--- config.mk ---
export PLATFORM = sky130hd
export DESIGN_NAME = sct_core
export DESIGN_NICKNAME = d
export VERILOG_FILES = /design/src/hw/sct_pkg.sv /design/src/hw/sct_skid.sv /design/src/hw/sct_core.sv
export SDC_FILE = /design/constraint.sdc
export NUM_CORES = 1
export LEC_CHECK = 0
export ABC_AREA = 0
export BUFFER_PORTS_ARGS = -buffer_cell sky130_fd_sc_hd__buf_2
export CAP_MARGIN = 40
export CORE_ASPECT_RATIO = 0.5
export CORE_MARGIN = 2
export CORE_UTILIZATION = 40
export DETAILED_ROUTE_END_ITERATION = 8
export PLACE_DENSITY_LB_ADDON = 0.05
export SLEW_MARGIN = 20
export SYNTH_ARGS = -nofsm -noshare
export SYNTH_HDL_FRONTEND = slang
export SYNTH_SLANG_ARGS = --single-unit
export TNS_END_PERCENT = 30
--- constraint.sdc ---
create_clock -name clk_sys -period 2.1 [get_ports clk_sys]
set_input_delay 0.42 -clock clk_sys [delete_from_list [all_inputs] [get_ports clk_sys]]
set_output_delay 0.42 -clock clk_sys [all_outputs]
set_load 0.1 [all_outputs]
--- src/hw/sct_pkg.sv ---
// constants and types for the sdram command timing block
// Notes on behaviour
// - column commands accepted every cycle
// - burst stop on read floats outputs after latency
// - burst stop on write ignores data immediately
// - precharge on read floats outputs after latency
// - precharge on write blocks data immediately
// - read auto-close precharges before last output, except in one-word bursts
// - read mask blanks output two cycles later
// - write mask blocks input same cycle
// - read data six or five cycles after activate
package sct_pkg;
   localparam int CLK_PERIOD_NS = 10;
   localparam int MASK_TO_OUTPUT_LATENCY = 2;
   localparam int MASK_TO_INPUT_LATENCY = 0;
   localparam int WRITE_STOP_TO_IGNORE = 0;
   localparam int CAS_LSB = 4;
   localparam int CAS_MSB = 6;
   localparam logic [2:0] CAS_RESET = 3'h3;
   localparam int BURST_LSB = 0;
   localparam int BURST_MSB = 2;
   localparam logic [2:0] BURST_RESET = 3'h3;
   localparam int PIPE_DEPTH = 4;
   typedef enum logic [2:0] {
      SCT_CMD_NOP = 3'h0,
      SCT_CMD_ACT = 3'h1,
      SCT_CMD_RD = 3'h2,
      SCT_CMD_WR = 3'h3,
      SCT_CMD_PRE = 3'h4,
      SCT_CMD_STOP = 3'h5,
      SCT_CMD_MODE = 3'h6,
      SCT_CMD_REF = 3'h7
   } sct_cmd_e;
   typedef enum logic [1:0] {
      SCT_IDLE = 2'h0,
      SCT_READ = 2'h1,
      SCT_WRITE = 2'h2
   } sct_state_e;
endpackage

--- src/hw/sct_skid.sv ---
// two-entry buffer with valid and ready on both sides
module sct_skid #(
   parameter int WIDTH = 16
) (
   input wire logic clk_sys,
   input wire logic rst_b,
   input wire logic in_valid,
   output logic in_ready,
   input wire logic [WIDTH-1:0] in_data,
   output logic out_valid,
   input wire logic out_ready,
   output logic [WIDTH-1:0] out_data
);
   logic [WIDTH-1:0] mem_q [2];
   logic [WIDTH-1:0] mem_d [2];
   logic wp_q, wp_d, rp_q, rp_d;
   logic [1:0] cnt_q, cnt_d;
   logic push, pop;

   // next pointers and contents; full stalls the source
   always_comb begin
      push = in_valid && (cnt_q != 2'h2);
      pop = out_valid && out_ready;
      mem_d = mem_q;
      wp_d = wp_q;
      rp_d = rp_q;
      cnt_d = cnt_q;
      if (push) begin
         mem_d[wp_q] = in_data;
         wp_d = ~wp_q;
      end
      if (pop) begin
         rp_d = ~rp_q;
      end
      cnt_d = cnt_q + {1'b0, push} - {1'b0, pop};
   end

   always_ff @(posedge clk_sys or negedge rst_b) begin
      if (!rst_b) begin
         mem_q[0] <= '0;
         mem_q[1] <= '0;
         wp_q <= 1'b0;
         rp_q <= 1'b0;
         cnt_q <= 2'h0;
      end else begin
         mem_q <= mem_d;
         wp_q <= wp_d;
         rp_q <= rp_d;
         cnt_q <= cnt_d;
      end
   end

   assign in_ready = (cnt_q != 2'h2);
   assign out_valid = (cnt_q != 2'h0);
   assign out_data = mem_q[rp_q];
endmodule

--- src/hw/sct_core.sv ---
// sdram device-side data path timing: latency, mask, stop and close
module sct_core
   import sct_pkg::*;
#(
   parameter int DATA_W = 16,
   parameter int BANKS = 4
) (
   input wire logic clk_sys,
   input wire logic rst_b,
   input wire logic [2:0] cmd,
   input wire logic [1:0] bank,
   input wire logic auto_close,
   input wire logic [12:0] mode_word,
   input wire logic data_mask,
   input wire logic [DATA_W-1:0] wr_data,
   output logic wr_valid,
   input wire logic wr_ready,
   output logic [DATA_W-1:0] wr_word,
   input wire logic [DATA_W-1:0] array_rd_data,
   output logic [DATA_W-1:0] dq_out,
   output logic dq_oe,
   output logic [BANKS-1:0] bank_open,
   output logic close_start,
   output logic [2:0] cas_latency
);
   ////////////////////////////////////////////////////////////////////////
   // mode register holding latency and burst length
   logic [2:0] cas_q, cas_d, blen_q, blen_d;
   logic [BANKS-1:0] open_q, open_d;
   logic [1:0] close_bank_q, close_bank_d;
   logic close_fire;

   // mode load only honoured with every bank idle
   always_comb begin
      cas_d = cas_q;
      blen_d = blen_q;
      if (cmd == SCT_CMD_MODE && open_q == '0) begin
         cas_d = mode_word[CAS_MSB:CAS_LSB];
         blen_d = mode_word[BURST_MSB:BURST_LSB];
      end
   end

   // row state per bank, precharge closes (all banks not modelled)
   always_comb begin
      open_d = open_q;
      if (cmd == SCT_CMD_ACT) begin
         open_d[bank] = 1'b1;
      end
      if (cmd == SCT_CMD_PRE) begin
         open_d[bank] = 1'b0;
      end
      if (close_fire) begin
         open_d[close_bank_q] = 1'b0;
      end
   end

   ////////////////////////////////////////////////////////////////////////
   // burst tracking
   sct_state_e st_q, st_d;
   logic [7:0] left_q, left_d;
   logic [7:0] blen_words;
   logic auto_q, auto_d;

   // burst length in words: 1,2,4,8, else full page
   always_comb begin
      unique case (blen_q)
         3'h0: blen_words = 8'h01;
         3'h1: blen_words = 8'h02;
         3'h2: blen_words = 8'h04;
         3'h3: blen_words = 8'h08;
         default: blen_words = 8'hff;
      endcase
   end

   // new column command restarts the burst the next cycle
   always_comb begin
      st_d = st_q;
      left_d = left_q;
      auto_d = auto_q;
      close_bank_d = close_bank_q;
      if (st_q != SCT_IDLE && left_q != 8'h00) begin
         left_d = left_q - 8'h01;
      end
      if (st_q != SCT_IDLE && left_q == 8'h01) begin
         st_d = SCT_IDLE;
      end
      if (cmd == SCT_CMD_RD || cmd == SCT_CMD_WR) begin
         st_d = (cmd == SCT_CMD_RD) ? SCT_READ : SCT_WRITE;
         left_d = blen_words;
         auto_d = auto_close;
         close_bank_d = bank;
      end else if (cmd == SCT_CMD_STOP || cmd == SCT_CMD_PRE) begin
         st_d = SCT_IDLE;
         left_d = 8'h00;
         auto_d = 1'b0;
      end
   end

   // last word leaves latency-1 edges after burst end, so firing in the
   // last word's cycle lands latency-1 ahead at both latencies;
   // limitation: a one-word burst never closes its row by itself
   assign close_fire = auto_q && st_q == SCT_READ &&
      left_q == 8'h02;

   ////////////////////////////////////////////////////////////////////////
   // read pipeline: words and drive delayed by cas latency, mask by two cycles
   logic [DATA_W-1:0] rp_q [PIPE_DEPTH];
   logic [DATA_W-1:0] rp_d [PIPE_DEPTH];
   logic [PIPE_DEPTH-1:0] en_q, en_d;
   logic msk_q, msk_d;
   logic rd_now;
   logic [DATA_W-1:0] dq_d;
   logic oe_d;
   logic [1:0] tap;

   // burst word taken in the command cycle keeps the latency exact
   assign rd_now = (st_d == SCT_READ);
   assign tap = cas_q[1:0] - 2'h2;

   always_comb begin
      rp_d[0] = array_rd_data;
      en_d[0] = rd_now;
      for (int i = 1; i < PIPE_DEPTH; i++) begin
         rp_d[i] = rp_q[i-1];
         en_d[i] = en_q[i-1];
      end
      // stop or precharge kills the word entering the pipe; words in flight still drive, float after latency
      if (cmd == SCT_CMD_STOP || cmd == SCT_CMD_PRE) begin
         en_d[0] = 1'b0;
      end
      msk_d = data_mask;
      oe_d = en_q[tap];
      dq_d = msk_q ? '0 : rp_q[tap];
      if (msk_q) begin
         oe_d = 1'b0;
      end
   end

   ////////////////////////////////////////////////////////////////////////
   // write path: mask or stop blocks the word in the same cycle
   logic wr_take, buf_ready;
   assign wr_take = st_q == SCT_WRITE && !data_mask
      && cmd != SCT_CMD_STOP && cmd != SCT_CMD_PRE;

   // no upstream stall, buffer ready is left unused; word lost if array is slow
   sct_skid #(.WIDTH(DATA_W)) u_buf (
      .clk_sys(clk_sys),
      .rst_b(rst_b),
      .in_valid(wr_take),
      .in_ready(buf_ready),
      .in_data(wr_data),
      .out_valid(wr_valid),
      .out_ready(wr_ready),
      .out_data(wr_word)
   );

   ////////////////////////////////////////////////////////////////////////
   // register every state group
   always_ff @(posedge clk_sys or negedge rst_b) begin
      if (!rst_b) begin
         cas_q <= CAS_RESET;
         blen_q <= BURST_RESET;
         open_q <= '0;
         st_q <= SCT_IDLE;
         left_q <= 8'h00;
         auto_q <= 1'b0;
         close_bank_q <= 2'h0;
         en_q <= '0;
         msk_q <= 1'b0;
         for (int i = 0; i < PIPE_DEPTH; i++) begin
            rp_q[i] <= '0;
         end
         dq_out <= '0;
         dq_oe <= 1'b0;
         bank_open <= '0;
         close_start <= 1'b0;
         cas_latency <= CAS_RESET;
      end else begin
         cas_q <= cas_d;
         blen_q <= blen_d;
         open_q <= open_d;
         st_q <= st_d;
         left_q <= left_d;
         auto_q <= auto_d;
         close_bank_q <= close_bank_d;
         en_q <= en_d;
         msk_q <= msk_d;
         rp_q <= rp_d;
         dq_out <= dq_d;
         dq_oe <= oe_d;
         bank_open <= open_d;
         close_start <= close_fire;
         cas_latency <= cas_d;
      end
   end

   ////////////////////////////////////////////////////////////////////////
   // checks
   mask_blank_a: assert property (@(posedge clk_sys) disable iff (!rst_b)
      data_mask |-> ##2 !dq_oe)
      else $error("masked read word was driven");
   write_mask_a: assert property (@(posedge clk_sys) disable iff (!rst_b)
      data_mask |-> !wr_take)
      else $error("masked write word was taken");
   stop_write_a: assert property (@(posedge clk_sys) disable iff (!rst_b)
      (cmd == SCT_CMD_STOP) |-> !wr_take ##1 st_q == SCT_IDLE)
      else $error("write word taken at burst stop");
   pre_write_a: assert property (@(posedge clk_sys) disable iff (!rst_b)
      (cmd == SCT_CMD_PRE) |-> !wr_take)
      else $error("write word taken at precharge");
   stop_float_a: assert property (@(posedge clk_sys) disable iff (!rst_b)
      (cmd == SCT_CMD_STOP && cas_q == 3'h3 && data_mask == 1'b0)
      ##1 (cmd == SCT_CMD_NOP) [*3] |-> !dq_oe)
      else $error("outputs driven after stop latency");
   pre_float_a: assert property (@(posedge clk_sys) disable iff (!rst_b)
      (cmd == SCT_CMD_PRE && cas_q == 3'h2)
      ##1 (cmd == SCT_CMD_NOP) [*2] |-> !dq_oe)
      else $error("outputs driven after precharge latency");
   col_accept_a: assert property (@(posedge clk_sys) disable iff (!rst_b)
      (cmd == SCT_CMD_RD) |=> st_q == SCT_READ)
      else $error("column command not accepted next cycle");
   mode_idle_a: assert property (@(posedge clk_sys) disable iff (!rst_b)
      (cmd == SCT_CMD_MODE && open_q != '0) |=> $stable(cas_q))
      else $error("mode loaded with a bank open");
   read_lat_a: assert property (@(posedge clk_sys) disable iff (!rst_b)
      (cmd == SCT_CMD_RD && cas_q == 3'h3 && !auto_close)
      ##1 (cmd == SCT_CMD_NOP && !data_mask) [*4] |-> dq_oe)
      else $error("read data not driven after latency");
   auto_close_a: assert property (@(posedge clk_sys) disable iff (!rst_b)
      close_start |-> !bank_open[close_bank_q])
      else $error("auto close did not close bank");
   buf_full_a: assert property (@(posedge clk_sys) disable iff (!rst_b)
      !buf_ready |-> wr_valid)
      else $error("write buffer full but shows no word");
endmodule

# ---- Word level (Yosys, flattened, before mapping)
# Index checks and enable logic that the tools add are counted.
dict set report totals {
  regBits 146
  output_inout_bits 42
  elab_cells 115
}
dict set report op_classes {
  addsub 4
  order_cmp 9
  n_eq_ne 17
  muxes 31
  bitwise 10
  n_reduce_logical 23
}
# cell n
set ops {}
lappend ops {{$mux 16} 7}
lappend ops {{$bmux 16 s2} 1}
lappend ops {{$bwmux 32} 1}
lappend ops {{$pmux 8 s4} 1}
lappend ops {{$mux 8} 3}
lappend ops {{$demux 16 s1} 1}
lappend ops {{$logic_and 1x1->1} 13}
lappend ops {{$eq 3x2->1 const B} 4}
lappend ops {{$mux 4} 3}
lappend ops {{$eq 3x3->1 const B} 3}
lappend ops {{$lt 2x3->1 const B} 3}
lappend ops {{$and 4x4->4} 2}
lappend ops {{$eq 8x1->1 const B} 1}
lappend ops {{$eq 8x2->1 const B} 1}
lappend ops {{$mux 2} 4}
lappend ops {{$not 4->4} 2}
lappend ops {{$reduce_bool 8->1} 1}
lappend ops {{$sub 8x1->8 const B} 1}
lappend ops {{$mux 1} 7}
lappend ops {{$eq 3x1->1 const B} 2}
lappend ops {{$ne 3x3->1 const B} 2}
lappend ops {{$reduce_bool 2->1} 3}
lappend ops {{$demux 1 s2} 2}
lappend ops {{$eq 2x1->1 const B} 2}
lappend ops {{19 further kinds} 24}

# ---- Depth between registers and ports, before layout
dict set report logic_depth {
  depth_word 10
  mapped_depth 7
  depth_no_buf 7
}

# ---- Cells and area by module
# A second synthesis with hierarchy kept.
dict set report hier_totals {
  hier_cells 375
  hier_area_um2 5724.2
}
# module n_inst cells_each area_per_inst_um2 seq_area_each_um2
set by_module_without_submodules {}
lappend by_module_without_submodules {sct_core 1 272 4026.4 2757.6}
lappend by_module_without_submodules {sct_skid 1 103 1697.9 900.9}

# ---- Worst setup path after synthesis
# No wires, ideal clock.
dict set report synth_timing {
  path_kind {flip-flop to flip-flop}
  from {register cas_q[0]}
  to {register dq_out[10]}
  t_arrival_ns 2.156
  required_ns 1.968
  path_slack_ns -0.189
  stages_incl_launch_ff 5
  cell_sequence {dfstp_2 buf_2 buf_2 mux4_2 nor2b_1}
}
dict set report synth_between {
  elab_chain_len 6
}
# item line
set synth_rtl {}
lappend synth_rtl {{start, declared} sct_core.sv:28} ;# logic [2:0] cas_q, cas_d, blen_q, blen_d;
lappend synth_rtl {{start signal, assigned} sct_core.sv:179} ;# cas_q <= cas_d;
lappend synth_rtl {{$sub 2x2->2} sct_core.sv:118} ;# assign tap = cas_q[1:0] - 2'h2;
lappend synth_rtl {{$not 2->3 (not written as such)} sct_core.sv:133} ;# dq_d = msk_q ? '0 : rp_q[tap];
lappend synth_rtl {{$bmux 16 s2} sct_core.sv:133}
lappend synth_rtl {{$mux 16 (not written as such) (2 in series)} sct_core.sv:133}
lappend synth_rtl {{$mux 16} sct_core.sv:133}
lappend synth_rtl {{net dq_d[10]} sct_core.sv:112} ;# logic [DATA_W-1:0] dq_d;
lappend synth_rtl {{end signal, assigned} sct_core.sv:189} ;# dq_out <= dq_d;
lappend synth_rtl {{end, declared} sct_core.sv:20} ;# output logic [DATA_W-1:0] dq_out,
# The timed path passes the listed nets, and every way through them passes these cells. The select of a mux whose other input is x is not followed.
# A chain may end at the register's enable or synchronous reset.

# ---- Worst setup path after layout
dict set report layout_timing {
  from {register u_buf.rp_q}
  to {output port wr_word[4]}
}
dict set report layout_between {
  elab_chain_len 4
}
# item line
set layout_rtl {}
lappend layout_rtl {{start, declared} sct_skid.sv:16} ;# logic wp_q, wp_d, rp_q, rp_d;
lappend layout_rtl {{start signal, assigned} sct_skid.sv:48} ;# rp_q <= rp_d;
lappend layout_rtl {{$not 1->2 (not written as such)} sct_skid.sv:55} ;# assign out_data = mem_q[rp_q];
lappend layout_rtl {{$mux 16 (not written as such) (3 in series)} sct_skid.sv:55}
lappend layout_rtl {{end, declared} sct_core.sv:18} ;# output logic [DATA_W-1:0] wr_word,
# No other way between the ends. The select of a mux whose other input is x is not followed.

==> metrics <==
crit path DAT=1.60 ns; synth warn=0; Finish-stage setup viols=0; layout cell share with drive strength beyond 1=0.4138; initial antenna violation count=0; outcome=complete, no violations; Max transition margin=0.5313; Netlist Area Pre-Place=5649 um^2; GP Congestion=0.7791; Worst Tran Pin Value=0.7031 ns; router iterations before antenna repair=4; setup TNS=0 ns; initial DRC count=199; Max stage delay cell, worst path=buf_2; Crit path largest cell delay=0.42 ns; Top FF cell, synth=dfrtp_1; final net count=540; overflow left after global routing=0; crit-path cells=buf_6 > mux2_2 > buf_2; Avg WL per Cell=16.72 um; Mapped Cells=367; total global-route track usage=0.1676; min cycle time layout=2.022 ns; cell taking the most area after synthesis=dfrtp_1; Final Slew Violations=0; clk root buf=clkbuf_16; number of flops mapped to enable cells by yosys=0; Ant. Diodes=0; area fraction of the dominant cell type after synthesis=0.6290; Synth Area in Simple Gates=0.07375; crit path capture type=output pin; Worst Path Required=1.68 ns; Hold Fails Final Rpt=0; mux cell area share after synthesis=0.1785; Max-Cap Viols=0; vias in the first global route=3772; IO buf count=89; post-synthesis sequential area ratio=0.6476; compound-cell area share of the yosys netlist=0.05604; Startpoint Class=flip-flop; Seq cells post-synth=146; Synth top cells by count=dfrtp_1, mux2_1, mux2_2; die width=172.1 um; Synth Area in XOR/XNOR=0.01240; met2 WL=5594 um; Post-CTS Setup Inserts=0; H-tree Lvls=4; class of the worst hold path=in2reg; peak supply drop=1.644 mV; DRC viols=0; synthesized area per cell=15.39 um^2; first-pass GRT wire length=19180 um; Chip Height=88.03 um; TritonCTS Buffers=17; clock latency on the worst-skew pair=0.41 ns; post-route ant nets=0; largest family of logic cells by synthesized area=multiplexers; die area=15150 um^2; CTS tree=built; core footprint=13660 um^2; FFs w/ async S/R, synth=1.000; kind of critical path=reg2out; Pleak=3.295 nW; Worst Path Max Fanout=17; HPWL Detailed=7953 um; Clock Skew=0.007058 ns; count leader, synth=dfrtp_1; Power Dens Cells=1677 nW/um^2; fin crit share=0.9628; clk sink count=146; DR vias=3391; max frequency=494.6 MHz; Adder-Cell Fraction of Synth Area=0.01107; Synthesized Nets=427; RSZ-0062 raised after global routing=false; CTS clk-pin slew, worst paths=0.06 ns; routed wl met3=630 um; largest net degree at the start of global routing=53; Final Util=0.5291; IO Pins=97; ranking of synthesized cells by area=dfrtp_1, mux4_2, mux2_1, mux2_2, nor2b_1; CTS max path bufs=2; Initial Util=0.4135; vias per inst=4.950; Area Growth Syn to Fin=27.97%; routed wire length=11450 um; Netlist cell types=54; DR top layer=met4; met1 wire length=5077 um; Row Count=30
==> worst max-delay path: cells and delay by family, from the launching register on <==
family   cells  cell delay (ns)
buf+inv      2             0.59
flops        1             0.37
mux          1             0.24
==> final timing paths <==
check	slack, ns	startpoint	end	cells after the start
hold reg to reg	0.37	rp_d[4]	rp_q[4]	0
setup / recovery	0.08	u_buf.rp_q	wr_word[4]	3
min in group asynchronous	0.50	rst_b	dq_out[12]	2
setup reg to reg	0.30	left_q[4]	open_q[0]	4
max in group asynchronous	0.96	rst_b	u_buf.mem_q[23]	3
hold / removal	0.11	array_rd_data[3]	rp_d[35]	1
==> cell families after synthesis <==
logic type | Yosys count
AOI/OAI and AO/OA | 45
xor gates and xnor gates | 8
adders and majority gates | 5
buffers and inverters | 25
DFF | 146
muxes | 71
and+or+nand+nor | 67
==> final cells by class <==
cell class	instances	area, um^2
fill	1181	6434
timing repair buffer	107	765.7
multi-input combinational	196	1878
sequential	146	3671
clock inverter	14	190.2
inverter	12	45.04
tap	192	240.2
clock buffer	18	439.2
==> stage by stage <==
stage / hold slack [ns] / power, mW / setup WS (ns) / cell area (um^2) / std cells
after global placement: 0.3498 / 8.813 / 0.1974 / 6568 / 652
after detailed placement: 0.3588 / 8.939 / 0.1430 / 6568 / 652
after global routing: 0.07907 / 12.70 / 0.02012 / 7229 / 685
after floorplan: 0.1244 / 7.605 / 0.006931 / 5664 / 367
after CTS: 0.08655 / 12.24 / 0.001942 / 7219 / 685
final: 0.1086 / 12.12 / 0.07813 / 7229 / 685
==> where the power goes <==
group	switching (mW)	internal (mW)
combinational	3.37	1.70
clock	1.26	1.95
sequential	0.421	3.43
total	5.05	7.08
==> state kept, by name, summed over array words and instances (netlist names) <==
name,flops
auto_q,1
msk_q,1
u_buf.mem_q,32
cas_q,3
st_q,2
u_buf.rp_q,1
open_q,4
u_buf.wp_q,1
left_q,8
close_start,1
en_q,4
dq_oe,1
rp_q,16
close_bank_q,2
rp_d,48
u_buf.cnt_q,2
blen_q,3
dq_out,16
==> what timing repair did <==
action | CTS | global route
hold endpoints to repair | 35 | 0
hold buffers | 1 | 0
gates resized for setup | 5 | 3
endpoints found under the setup margin | 5 | 6
==> placed cells by master, fill, tap and decap left out, types with 3 or more instances in the layout <==
master     instances
or3_1              4
buf_4             18
a21oi_1            5
a31oi_1            4
o21ai_0            7
o21ai_1            7
ha_1               5
dfrtp_2            4
nand2_1           11
inv_1              9
clkbuf_16         17
inv_2              3
nor2_1             8
o31ai_1            3
nand4_1            3
a311oi_1           3
bufinv_16          3
nor2b_1           18
xnor2_1            6
dfrtp_1          138
mux2_2            22
mux4_2            17
buf_2             74
mux2_4             5
nor3_1             4
mux2_1            26
buf_12            11
inv_6              7
==> routing by layer <==
layer / GRT usage / vias to the layer above
met1: 0.2119 / 1736
met4: 0.05959 / 0
met2: 0.2775 / 83
li1: - / 1554
met3: 0.05197 / 18
met5: 0 / -
Note: power is estimated with default switching activity, not from simulation.
